**config.mk**
```make
export PLATFORM = sky130hd
export DESIGN_NAME = fsbdp_top
export DESIGN_NICKNAME = d
export VERILOG_FILES = /design/src/design/fsbdp_group.v /design/src/design/fsbdp_top.v
export VERILOG_INCLUDE_DIRS = /design/src /design/src/design
export SDC_FILE = /design/constraint.sdc
export NUM_CORES = 1
export LEC_CHECK = 0
export ABC_AREA = 0
export ABC_CLOCK_PERIOD_IN_PS = 2900
export BUFFER_PORTS_ARGS = -buffer_cell sky130_fd_sc_hd__clkbuf_2
export CORE_MARGIN = 1.5
export CORE_UTILIZATION = 53
export CTS_BUF_LIST = sky130_fd_sc_hd__clkbuf_16
export DETAILED_ROUTE_END_ITERATION = 8
export GPL_ROUTABILITY_DRIVEN = 0
export PLACE_DENSITY = 0.79
export SYNTH_ARGS = -nofsm -noshare
export SYNTH_HDL_FRONTEND = slang
export SYNTH_SLANG_ARGS = --single-unit
```
**constraint.sdc**
```tcl
create_clock -name i_clk_sys -period 2.9 [get_ports i_clk_sys]
set_clock_uncertainty 0.05 [all_clocks]
set_input_delay 0.58 -clock i_clk_sys [delete_from_list [all_inputs] [get_ports i_clk_sys]]
set_output_delay 0.58 -clock i_clk_sys [all_outputs]
set_load 0.05 [all_outputs]
```
**src/design/fsbdp_map.vh**
```
// Constants for the front-side bus data-phase block.
`ifndef FSBDP_MAP_VH
`define FSBDP_MAP_VH

// ****************************************
// Bus geometry
// ****************************************
`define FSBDP_DATA_W      64
`define FSBDP_GRP_W       16
`define FSBDP_NGRP        4
`define FSBDP_HALF_GRP    5'h08

// ****************************************
// Pin reset levels (active-low pins rest high)
// ****************************************
`define FSBDP_PIN_IDLE    1'b1
`define FSBDP_OE_RST      1'b0

// ****************************************
// Timing
// ****************************************
`define FSBDP_SYS_PERIOD_NS   100
`define FSBDP_LINK_PERIOD_NS  800
`define FSBDP_SYNC_STAGES     2

`endif

```
**src/design/fsbdp_group.v**
```verilog
// One 16-bit data group: inversion encoder, decoder and group parity.
`timescale 1ns/1ns
`include "fsbdp_map.vh"

module fsbdp_group #(
    parameter GW = `FSBDP_GRP_W
) (
    // Transmit side, logical data in, pin levels out
    input  wire [GW-1:0] i_tx_data,
    output wire [GW-1:0] o_tx_pin_n,
    output wire          o_tx_inv_n,
    output wire          o_tx_par_n,
    // Receive side, pin levels in, logical data out
    input  wire [GW-1:0] i_rx_pin_n,
    input  wire          i_rx_inv_n,
    input  wire          i_rx_par_n,
    output wire [GW-1:0] o_rx_data,
    output wire          o_rx_par_err
);

    // ****************************************
    // Helpers
    // ****************************************
    function [4:0] fsbdp_ones;
        input [GW-1:0] v;
        integer k;
        begin
            fsbdp_ones = 5'h00;
            for (k = 0; k < GW; k = k + 1) begin
                fsbdp_ones = fsbdp_ones + {4'h0, v[k]};
            end
        end
    endfunction

    // ****************************************
    // Encode
    // ****************************************
    // A logical one is an electrically low pin, so a group with more than
    // half ones would pull more than half its lines low.
    wire tx_inv = (fsbdp_ones(i_tx_data) > `FSBDP_HALF_GRP);

    assign o_tx_pin_n = tx_inv ? i_tx_data : ~i_tx_data;
    assign o_tx_inv_n = ~tx_inv;
    // Parity is even over the logical data, so it is independent of inversion.
    assign o_tx_par_n = ~(^i_tx_data);

    // ****************************************
    // Decode
    // ****************************************
    assign o_rx_data    = (~i_rx_inv_n) ? i_rx_pin_n : ~i_rx_pin_n;
    assign o_rx_par_err = (^o_rx_data) ^ (~i_rx_par_n);

endmodule

```
**src/design/fsbdp_top.v**
```verilog
// Data-phase agent of a shared front-side bus: drives and receives 64-bit data.
`timescale 1ns/1ns
`include "fsbdp_map.vh"

// Operation
// - Our agent holds busy low for the whole time it occupies the data bus.
// - We claim the bus only after seeing busy deasserted by every other agent.
// - Four parity bits accompany the 64 data bits, one per 16-bit group.
// - Data valid is asserted on every transfer; receivers take only valid data.
// - Data valid may drop for idle clocks mid-transfer; receiver ignores those.
// - Receiver latches each group and its inversion bit on its negative strobe.
// - A group with over half ones is sent inverted with its inversion bit set.
// - Receiver also uses the positive strobe of each group to latch data.
module fsbdp_top #(
    parameter DW = `FSBDP_DATA_W,
    parameter GW = `FSBDP_GRP_W,
    parameter NG = `FSBDP_NGRP
) (
    // Clock and reset
    input  wire          i_clk_sys,
    input  wire          i_arst_n,
    // Bus common clock, sampled
    input  wire          i_link_clk,
    // Transmit stream
    input  wire          i_tx_valid,
    input  wire [DW-1:0] i_tx_data,
    input  wire          i_tx_last,
    output wire          o_tx_ready,
    // Receive stream
    output reg  [DW-1:0] o_rx_data,
    output reg           o_rx_valid,
    output reg           o_rx_par_err,
    // Status
    output reg           o_order_order_n_a,
    output wire          o_bus_owned,
    // Data lines
    input  wire [DW-1:0] i_bus_data_n,
    output reg  [DW-1:0] o_bus_data_n,
    output reg           o_bus_data_oe,
    // Parity
    input  wire [NG-1:0] i_data_parity_n,
    output reg  [NG-1:0] o_data_parity_n,
    output reg           o_data_parity_oe,
    // Group inversion
    input  wire [NG-1:0] i_group_invert_n,
    output reg  [NG-1:0] o_group_invert_n,
    output reg           o_group_invert_oe,
    // Strobes
    input  wire [NG-1:0] i_data_strobe_pos_n,
    output reg  [NG-1:0] o_data_strobe_pos_n,
    output reg           o_data_strobe_pos_oe,
    input  wire [NG-1:0] i_data_strobe_neg_n,
    output reg  [NG-1:0] o_data_strobe_neg_n,
    output reg           o_data_strobe_neg_oe,
    // Control
    input  wire          i_data_valid_n,
    output reg           o_data_valid_n,
    output reg           o_data_valid_oe,
    input  wire          i_data_bus_busy_n,
    output reg           o_data_bus_busy_n,
    output reg           o_data_bus_busy_oe,
    input  wire          i_order_n_a
);

    // ****************************************
    // States
    // ****************************************
    localparam [2:0] ST_IDLE = 3'h1;
    localparam [2:0] ST_OWN  = 3'h2;
    localparam [2:0] ST_REL  = 3'h4;
    localparam SW = DW + 4 * NG + 4;
    reg  [2:0]    st_q;
    reg  [2:0]    st_d;
    reg           done_q;

    // ****************************************
    // Input synchronisers
    // ****************************************
    // Every pin passes two flops; edge detectors look only at stage two.
    wire [SW-1:0] raw = {i_link_clk, i_order_n_a, i_data_bus_busy_n, i_data_valid_n,
                         i_data_strobe_neg_n, i_data_strobe_pos_n, i_group_invert_n,
                         i_data_parity_n, i_bus_data_n};
    reg  [SW-1:0] sync1_q;
    reg  [SW-1:0] sync2_q;

    always @(posedge i_clk_sys or negedge i_arst_n) begin
        if (!i_arst_n) begin
            sync1_q <= {SW{`FSBDP_PIN_IDLE}};
            sync2_q <= {SW{`FSBDP_PIN_IDLE}};
        end else begin
            sync1_q <= raw;
            sync2_q <= sync1_q;
        end
    end

    wire [DW-1:0] s_data_n  = sync2_q[DW-1:0];
    wire [NG-1:0] s_par_n   = sync2_q[DW+NG-1:DW];
    wire [NG-1:0] s_inv_n   = sync2_q[DW+2*NG-1:DW+NG];
    wire [NG-1:0] s_pos_n   = sync2_q[DW+3*NG-1:DW+2*NG];
    wire [NG-1:0] s_neg_n   = sync2_q[DW+4*NG-1:DW+3*NG];
    wire          s_valid_n = sync2_q[SW-4];
    wire          s_busy_n  = sync2_q[SW-3];
    wire          s_order_n_a_n = sync2_q[SW-2];
    wire          s_link    = sync2_q[SW-1];
    reg           link_prev_q;
    reg  [NG-1:0] pos_prev_q;
    reg  [NG-1:0] neg_prev_q;

    always @(posedge i_clk_sys or negedge i_arst_n) begin
        if (!i_arst_n) begin
            link_prev_q <= `FSBDP_PIN_IDLE;
            pos_prev_q  <= {NG{`FSBDP_PIN_IDLE}};
            neg_prev_q  <= {NG{`FSBDP_PIN_IDLE}};
        end else begin
            link_prev_q <= s_link;
            pos_prev_q  <= s_pos_n;
            neg_prev_q  <= s_neg_n;
        end
    end

    wire          link_rise = s_link & ~link_prev_q;
    wire          link_fall = ~s_link & link_prev_q;
    wire [NG-1:0] pos_fall  = pos_prev_q & ~s_pos_n;
    wire [NG-1:0] neg_fall  = neg_prev_q & ~s_neg_n;

    // ****************************************
    // Group encode and decode
    // ****************************************
    reg  [DW-1:0] hold_data_q;
    reg  [NG-1:0] hold_inv_q;
    reg  [NG-1:0] hold_par_q;
    wire [DW-1:0] enc_data_n;
    wire [NG-1:0] enc_inv_n;
    wire [NG-1:0] enc_par_n;
    wire [DW-1:0] dec_data;
    wire [NG-1:0] dec_perr;
    genvar g;
    generate
        for (g = 0; g < NG; g = g + 1) begin : grp
            fsbdp_group #(.GW(GW)) u_grp (
                .i_tx_data    (i_tx_data[g*GW +: GW]),
                .o_tx_pin_n   (enc_data_n[g*GW +: GW]),
                .o_tx_inv_n   (enc_inv_n[g]),
                .o_tx_par_n   (enc_par_n[g]),
                .i_rx_pin_n   (hold_data_q[g*GW +: GW]),
                .i_rx_inv_n   (hold_inv_q[g]),
                .i_rx_par_n   (hold_par_q[g]),
                .o_rx_data    (dec_data[g*GW +: GW]),
                .o_rx_par_err (dec_perr[g])
            );
        end
    endgenerate

    // ****************************************
    // Bus ownership
    // ****************************************
    // Ownership only starts on a common-clock edge with busy seen high, so the
    // previous driver has really let go.
    always @* begin
        st_d = st_q;
        case (st_q)
            ST_IDLE: begin
                if (link_rise && i_tx_valid && s_busy_n) begin
                    st_d = ST_OWN;
                end
            end
            ST_OWN: begin
                if (link_rise && done_q) begin
                    st_d = ST_REL;
                end
            end
            default: begin
                st_d = ST_IDLE;
            end
        endcase
    end

    assign o_bus_owned = (st_q == ST_OWN);
    // Ready is offered on each common-clock rise while we own the bus, until the last word is taken.
    assign o_tx_ready  = o_bus_owned & link_rise & ~done_q;
    wire   tx_take     = o_tx_ready & i_tx_valid;

    // ****************************************
    // Transmit pins
    // ****************************************
    always @(posedge i_clk_sys or negedge i_arst_n) begin
        if (!i_arst_n) begin
            st_q                 <= ST_IDLE;
            done_q               <= 1'b0;
            o_bus_data_n         <= {DW{`FSBDP_PIN_IDLE}};
            o_data_parity_n      <= {NG{`FSBDP_PIN_IDLE}};
            o_group_invert_n     <= {NG{`FSBDP_PIN_IDLE}};
            o_data_strobe_pos_n  <= {NG{`FSBDP_PIN_IDLE}};
            o_data_strobe_neg_n  <= {NG{`FSBDP_PIN_IDLE}};
            o_data_valid_n       <= `FSBDP_PIN_IDLE;
            o_data_bus_busy_n    <= `FSBDP_PIN_IDLE;
            o_bus_data_oe        <= `FSBDP_OE_RST;
            o_data_parity_oe     <= `FSBDP_OE_RST;
            o_group_invert_oe    <= `FSBDP_OE_RST;
            o_data_strobe_pos_oe <= `FSBDP_OE_RST;
            o_data_strobe_neg_oe <= `FSBDP_OE_RST;
            o_data_valid_oe      <= `FSBDP_OE_RST;
            o_data_bus_busy_oe   <= `FSBDP_OE_RST;
        end else begin
            st_q <= st_d;
            if (st_q == ST_IDLE && st_d == ST_OWN) begin
                done_q               <= 1'b0;
                o_data_bus_busy_n    <= 1'b0;
                o_data_bus_busy_oe   <= 1'b1;
                o_bus_data_oe        <= 1'b1;
                o_data_parity_oe     <= 1'b1;
                o_group_invert_oe    <= 1'b1;
                o_data_strobe_pos_oe <= 1'b1;
                o_data_strobe_neg_oe <= 1'b1;
                o_data_valid_oe      <= 1'b1;
            end else if (st_d == ST_REL) begin
                // Busy is released with the last word's clock already past.
                o_data_bus_busy_n    <= `FSBDP_PIN_IDLE;
                o_data_valid_n       <= `FSBDP_PIN_IDLE;
                o_data_strobe_pos_n  <= {NG{`FSBDP_PIN_IDLE}};
                o_data_strobe_neg_n  <= {NG{`FSBDP_PIN_IDLE}};
                o_data_bus_busy_oe   <= 1'b0;
                o_bus_data_oe        <= 1'b0;
                o_data_parity_oe     <= 1'b0;
                o_group_invert_oe    <= 1'b0;
                o_data_strobe_pos_oe <= 1'b0;
                o_data_strobe_neg_oe <= 1'b0;
                o_data_valid_oe      <= 1'b0;
            end else if (o_bus_owned && link_rise) begin
                o_data_strobe_neg_n <= {NG{`FSBDP_PIN_IDLE}};
                if (tx_take) begin
                    done_q              <= i_tx_last;
                    o_bus_data_n        <= enc_data_n;
                    o_group_invert_n    <= enc_inv_n;
                    o_data_parity_n     <= enc_par_n;
                    o_data_valid_n      <= 1'b0;
                    o_data_strobe_pos_n <= {NG{1'b0}};
                end else begin
                    o_data_valid_n      <= `FSBDP_PIN_IDLE;
                    o_data_strobe_pos_n <= {NG{`FSBDP_PIN_IDLE}};
                end
            end else if (o_bus_owned && link_fall && !o_data_valid_n) begin
                o_data_strobe_pos_n <= {NG{`FSBDP_PIN_IDLE}};
                o_data_strobe_neg_n <= {NG{1'b0}};
            end
        end
    end

    // ****************************************
    // Receive path
    // ****************************************
    // Our own data is never looped back into the receive stream.
    wire          rx_en = ~o_bus_owned & ~s_busy_n;
    reg  [NG-1:0] vld_q;
    reg  [NG-1:0] got_q;
    wire [NG-1:0] got_set = neg_fall & vld_q & {NG{rx_en}};
    wire          word_in = &got_q;
    wire [NG-1:0] got_d   = (got_q & {NG{~word_in}}) | got_set;
    integer n;
    always @(posedge i_clk_sys or negedge i_arst_n) begin
        if (!i_arst_n) begin
            hold_data_q   <= {DW{`FSBDP_PIN_IDLE}};
            hold_inv_q    <= {NG{`FSBDP_PIN_IDLE}};
            hold_par_q    <= {NG{`FSBDP_PIN_IDLE}};
            vld_q         <= {NG{1'b0}};
            got_q         <= {NG{1'b0}};
            o_rx_data     <= {DW{1'b0}};
            o_rx_valid    <= 1'b0;
            o_rx_par_err  <= 1'b0;
            o_order_order_n_a <= 1'b0;
        end else begin
            o_order_order_n_a <= ~s_order_n_a_n;
            got_q         <= got_d;
            o_rx_valid    <= word_in;
            if (word_in) begin
                o_rx_data    <= dec_data;
                o_rx_par_err <= |dec_perr;
            end
            for (n = 0; n < NG; n = n + 1) begin
                if (rx_en && pos_fall[n]) begin
                    hold_data_q[n*GW +: GW] <= s_data_n[n*GW +: GW];
                    hold_inv_q[n]           <= s_inv_n[n];
                    hold_par_q[n]           <= s_par_n[n];
                    vld_q[n]                <= ~s_valid_n;
                end else if (rx_en && neg_fall[n]) begin
                    hold_data_q[n*GW +: GW] <= s_data_n[n*GW +: GW];
                    hold_inv_q[n]           <= s_inv_n[n];
                    hold_par_q[n]           <= s_par_n[n];
                end
            end
        end
    end

endmodule

```
Word level (Yosys, flattened, before mapping) --
Cells that the tools add are included.
Cells by class: add/subtract/negate cells 60, magnitude comparators 4, equality and inequality tests 5, muxes and demuxes 53, bitwise operators 48, reductions and logical operators 39
Operator list (number):
- $add A5 B1 Y5 | 56
- $mux W16 | 16
- $not A16 Y16 | 8
- $reduce_xor A16 Y1 | 8
- $mux W4 | 7
- $mux W1 | 27
- $not A1 Y1 | 22
- $and A4 B4 Y4 | 5
- $gt A5 B4 Y1 const B | 4
- $reduce_bool A2 Y1 | 8
- $logic_and A1 B1 Y1 | 15
- $add A1 B1 Y2 | 4
- $not A4 Y4 | 2
- $reduce_and A4 Y1 | 2
- $and A1 B1 Y1 | 6
- $eq A3 B2 Y1 const B | 2
- $mux W3 | 2
- $pmux W3 S2 | 1
- $or A4 B4 Y4 | 1
- $reduce_and A2 Y1 | 2
- $reduce_or A4 Y1 | 1
- $xor A1 B1 Y1 | 4
- $eq A3 B1 Y1 const B | 1
- $eq A3 B3 Y1 const B | 1
- other kinds (4) | 4
Word-level totals: register bits 411, output and inout port bits 158

Longest topological paths before layout --
word-level depth 17, mapped depth 16, depth with buffers taken out 15

Modules after synthesis --
From an unflattened synthesis, not the netlist that was laid out.
Unflattened totals: cell total of the unflattened synthesis 1177, area total of the unflattened synthesis 18217.5 um^2
By module, submodules not included:
- fsbdp_top | instances 1, cells an instance 709, area each 13773.2 um^2, sequential area each 10542.6 um^2
- fsbdp_group | instances 4, cells an instance 117, area each 1111.1 um^2, sequential area each 0.0 um^2

Worst setup path after synthesis --
Ideal clock, no wire load.
path type input to register, from in i_tx_data[0], to reg o_bus_data_n[10], setup time 0.085 ns, arrival time 4.792 ns, data required time 2.765 ns, setup slack -2.027 ns, cell stages on the path 14, buffers on the path 1, cells stage by stage ha_1 inv_1 fa_1 fa_1 fa_1 fa_1 fa_1 fa_1 nand3b_1 o32ai_2 a221oi_4 buf_8 xnor2_1 o21ai_2
Between the ends: cells in the longest elaborated chain, start to end 17
Ends and longest elaborated chain:
- start: declaration | RTL line fsbdp_top.v:26 | input wire [DW-1:0] i_tx_data,
- $add A1 B1 Y2 | RTL line fsbdp_group.v:30 | fsbdp_ones = fsbdp_ones + {4'h0, v[k]};
- $add A5 B1 Y5 (14 in series) | RTL line fsbdp_group.v:30
- $gt A5 B4 Y1 (no line)
- $mux W16 | RTL line fsbdp_group.v:42 | assign o_tx_pin_n = tx_inv ? i_tx_data : ~i_tx_data;
- end signal: assignment | RTL line fsbdp_top.v:190 | o_bus_data_n <= {DW{`FSBDP_PIN_IDLE}};
- end signal: assignment | RTL line fsbdp_top.v:233 | o_bus_data_n <= enc_data_n;
- end: declaration | RTL line fsbdp_top.v:38 | output reg [DW-1:0] o_bus_data_n,
Every way passes these cells. A chain may end at the register's enable or synchronous reset.

Worst setup path in the final report --
from in i_tx_data[1], to reg o_bus_data_n[0]
The elaborated chain is that of the path after synthesis.

==> impl_metrics.ini <==
[setup_path]
timing.critical_path.required_ns = 3.29
critPathMaxFanout = 5
crit_path_start_kind = input port
crit_top_cell = sky130_fd_sc_hd__fa_1
timing.critical_path.to_type = flop
crit_path_cell_trace = buf_8 > ha_4 > inv_2 > fa_1 > fa_1 > fa_1 > fa_1 > fa_2 > fa_1 > nand3_1 > a21o_1 > a21oi_2 > a221oi_4 > buf_4 > buf_6 > xor2_1 > o21ai_1
critical_path.max_stage_delay_ns = 0.57
critical_path.reg2reg.startpoint = hold_data_q[54]
cp-startpoint = i_tx_data[1]
library_cell_contributing_the_largest_single_delay_on_the_critical_path = sky130_fd_sc_hd__fa_1
worstSetupPathType = input port to flop
critPathTopFamily = adder cells
worst_path_buffer_plus_inverter_count = 4
critical_path_arrival_ns = 4.93

[routing]
dr.first_iter.drc_count = 467
post-route-drc-count = 0
drt_pass1_iterations = 5
route.detailed.wl_per_inst_um = 16.3
route.detailed.vias_per_inst = 4.84
route.antenna.remaining_nets = 0
drt-total-wl_um = 36100
num_vias = 10700

[global_route]
antenna_violations_before_repair = 1
grt.met3_usage = 0.0497
grt_use_met2 = 0.382
gr-usage-met1 = 0.260
largest_net_degree_at_the_start_of_global_routing = 145
grt_busiest_layer = met2
grt_pass1_wl_um = 57100
gr-usage-all-layers = 0.216
grt_pass1_vias = 11300
gr_overflow_total = 0

[layout]
area.sequential_um2 = 10500
multiInputGateArea_um2 = 6520
finish.net_count = 1955
post-route-cell-area_um2 = 22200
fillers = 2128
post_route_cells_drive_above_1_share = 0.560
flow.area_growth_from_synthesis_pct = 28.8

[power]
irDropWorstVdd_uv = 612
net_sw_power_mw = 8.04
switching_part_of_the_total_power = 0.358
share_seq_of_total_power = 0.326
power_mw = 22.4
combinational_power_share = 0.428
p_int_mw = 14.4
clock_power_share = 0.246
leakage_nw = 9.94
cellPowerDensity_nw_per_um2 = 1010

[die]
dieHeight_um = 183
initial_utilization = 0.542
fp.dieW_um = 183
design.portCount = 310
num_rows = 65
floorplan.core_area_um2 = 31800
fp.dieArea_um2 = 33600

[yosys]
synthesized_area_um2 = 17300
synth_warnings = 0
postSynthRegisterBits = 405
synthCells = 1309
synth.yosys.seq_area_share = 0.611
synth.avg_cell_area_um2 = 13.2
synth_fp_nets = 1525
post_synth_num_cell_types = 43

[clock_network]
clock_pin_slew_reported_for_the_worst_setup_and_hold_paths_after_clock_tree_synthesis_ns = 0.06
cts_sinks = 405
htree_num_levels = 2
cts_buffer_depth = 3
worstSkewPairLatency_ns = 0.53
cts.root.buffer_cell = sky130_fd_sc_hd__clkbuf_16
tritoncts = yes
cts_buffers = 42

[outcome]
failed_checks = setup timing
run_status = finished with violations

[flow_run]
drv_cap = 0

[timing]
grt_setup_unrepaired = true
max_freq_mhz = 220
tightest_slew_ns = 0.780
hold_violations = 0
maxSlewViolCount = 0
final_period_minus_worst_setup_slack_ns = 4.54
relSlewSlack = 0.473
timing.setup.tns_ns = -105.27
final_setup_violating_endpoints = 68
post-route-worst-setup-slack_ns = -1.64
layout_worst_path_cycle_share = 1.56

[placed_design]
dpl-instance-area_um2 = 20300
io_buffers = 309
place_hpwl_um = 25100

[hold_path]
hold_path_class = input port to flop
hold_path.startpoint = i_bus_data_n[54]
logic make-up after synthesis:
family,count (synthesis),share of synthesized area
xor gates and xnor gates,240,0.125
adders and majority gates,64,0.0638
buffers and inverters,156,0.0400
muxes,72,0.0470
AOI/OAI and AO/OA,177,0.0645
DFF,405,0.611
and+or+nand+nor,195,0.0485
layer usage:
layer	part of all wire	vias to the layer above
met1	0.40	5276
li1	-	5048
met5	0.00030	-
met2	0.52	280
met4	0.029	2
met3	0.059	78
synth_stat cells:
library cell | number | area share
sky130_fd_sc_hd__a21o_1 | 5 | 0.0022
sky130_fd_sc_hd__a21oi_1 | 10 | 0.0029
sky130_fd_sc_hd__a21oi_2 | 2 | 0.0010
sky130_fd_sc_hd__a21oi_4 | 6 | 0.0057
sky130_fd_sc_hd__a221oi_4 | 4 | 0.0061
sky130_fd_sc_hd__and2_1 | 1 | 0.00036
sky130_fd_sc_hd__and3_1 | 2 | 0.00073
sky130_fd_sc_hd__buf_2 | 11 | 0.0032
sky130_fd_sc_hd__buf_4 | 15 | 0.0065
sky130_fd_sc_hd__buf_6 | 3 | 0.0020
sky130_fd_sc_hd__buf_8 | 1 | 0.00087
sky130_fd_sc_hd__clkbuf_1 | 29 | 0.0063
sky130_fd_sc_hd__dfrtp_1 | 79 | 0.11
sky130_fd_sc_hd__dfstp_2 | 326 | 0.50
sky130_fd_sc_hd__fa_1 | 40 | 0.046
sky130_fd_sc_hd__ha_1 | 24 | 0.017
sky130_fd_sc_hd__inv_1 | 97 | 0.021
sky130_fd_sc_hd__mux2_2 | 72 | 0.047
sky130_fd_sc_hd__nand2_1 | 148 | 0.032
sky130_fd_sc_hd__nand2b_1 | 9 | 0.0033
sky130_fd_sc_hd__nand3_1 | 5 | 0.0015
sky130_fd_sc_hd__nand3b_1 | 4 | 0.0017
sky130_fd_sc_hd__nand4_1 | 1 | 0.00036
sky130_fd_sc_hd__nand4b_1 | 4 | 0.0020
sky130_fd_sc_hd__nor2_1 | 15 | 0.0033
sky130_fd_sc_hd__nor2b_1 | 1 | 0.00036
sky130_fd_sc_hd__nor3b_1 | 1 | 0.00044
sky130_fd_sc_hd__nor3b_4 | 1 | 0.0011
sky130_fd_sc_hd__nor4_1 | 1 | 0.00036
sky130_fd_sc_hd__nor4b_1 | 1 | 0.00051
sky130_fd_sc_hd__o21a_1 | 1 | 0.00044
sky130_fd_sc_hd__o21ai_0 | 100 | 0.029
sky130_fd_sc_hd__o21ai_1 | 37 | 0.011
sky130_fd_sc_hd__o21ai_2 | 2 | 0.0010
sky130_fd_sc_hd__o21bai_1 | 1 | 0.00044
sky130_fd_sc_hd__o22ai_1 | 1 | 0.00036
sky130_fd_sc_hd__o31ai_1 | 4 | 0.0017
sky130_fd_sc_hd__o32ai_1 | 2 | 0.0010
sky130_fd_sc_hd__o32ai_2 | 2 | 0.0019
sky130_fd_sc_hd__or2_1 | 1 | 0.00036
sky130_fd_sc_hd__xnor2_1 | 216 | 0.11
sky130_fd_sc_hd__xnor3_1 | 4 | 0.0052
sky130_fd_sc_hd__xor2_1 | 20 | 0.010
power by group through the flow:
| stage | Clock (mW) | Combinational (mW) | Sequential (mW) |
|---|---|---|---|
| 2_1_floorplan | 0 | 5.12 | 8.72 |
| 3_5_place_dp | 0 | 8.64 | 7.39 |
| 4_1_cts | 5.67 | 9.12 | 7.33 |
| 6_report | 5.52 | 9.62 | 7.31 |
| 5_1_grt | 5.91 | 10.3 | 7.41 |
| 3_3_place_gp | 0 | 8.37 | 7.34 |
final cells by class:
type	instances	share of cell area
Antenna cell	1	0.000113
Clock buffer	43	0.0484
Clock inverter	35	0.0167
Inverter	97	0.0164
Multi-Input combinational cell	748	0.293
Sequential cell	405	0.474
Tap cell	435	0.0245
Timing Repair Buffer	445	0.126
per-stage QoR:
step / setup WS, ns / instances / utilization / hold WS, ns
2_1_floorplan: -1.95 / 1309 / - / 0.234
3_3_place_gp: -2.61 / 2110 / 0.638 / 0.296
3_5_place_dp: -2.77 / 2110 / 0.638 / 0.297
6_report: -1.64 / 2209 / 0.699 / 0.0673
5_1_grt: -1.79 / 2208 / 0.699 / 0.0429
4_1_cts: -1.60 / 2200 / 0.691 / 0.0456
sequential cells by signal, indices dropped and copies added (netlist names), 3 cells and up:
register,flops
hold_par_q,4
got_q,4
st_q,3
sync2_q,84
o_rx_data,64
pos_prev_q,4
o_group_invert_n,4
o_bus_data_n,64
hold_data_q,64
o_data_parity_n,4
sync1_q,84
neg_prev_q,4
hold_inv_q,4
vld_q,4
timing repair:
item / in CTS / in global routing
resized for setup: 28 / 31
setup endpoints to repair: 68 / 68
hold buffers: 1 / 0
hold endpoints to repair: 12 / 0
pin swaps: 28 / 17
buffers inserted: 11 / 7
cloned: 0 / 1
path summary, 6_finish.rpt:
| kind | cells after the start | to | slack (ns) |
|---|---|---|---|
| setup reg to reg | 6 | o_rx_par_err | 0.55 |
| max in group asynchronous | 3 | sync2_q[14] | 1.40 |
| hold reg to reg | 0 | sync2_q[57] | 0.29 |
| hold / removal | 1 | sync1_q[54] | 0.07 |
| setup / recovery | 17 | o_bus_data_n[0] | -1.64 |
| min in group asynchronous | 2 | o_rx_data[51] | 0.51 |
placed cells by master, fill, tap and decap left out, drive strengths merged, types with 18 or more instances in the layout:
cell      n
clkbuf  344
dfstp   326
xnor2   216
nand2   148
buf     143
o21ai   139
inv     102
dfrtp    79
mux2     72
fa       40
ha       24
xor2     20
clkinv   18
a21oi    18
No activity file was read; power rests on OpenSTA's default activity.
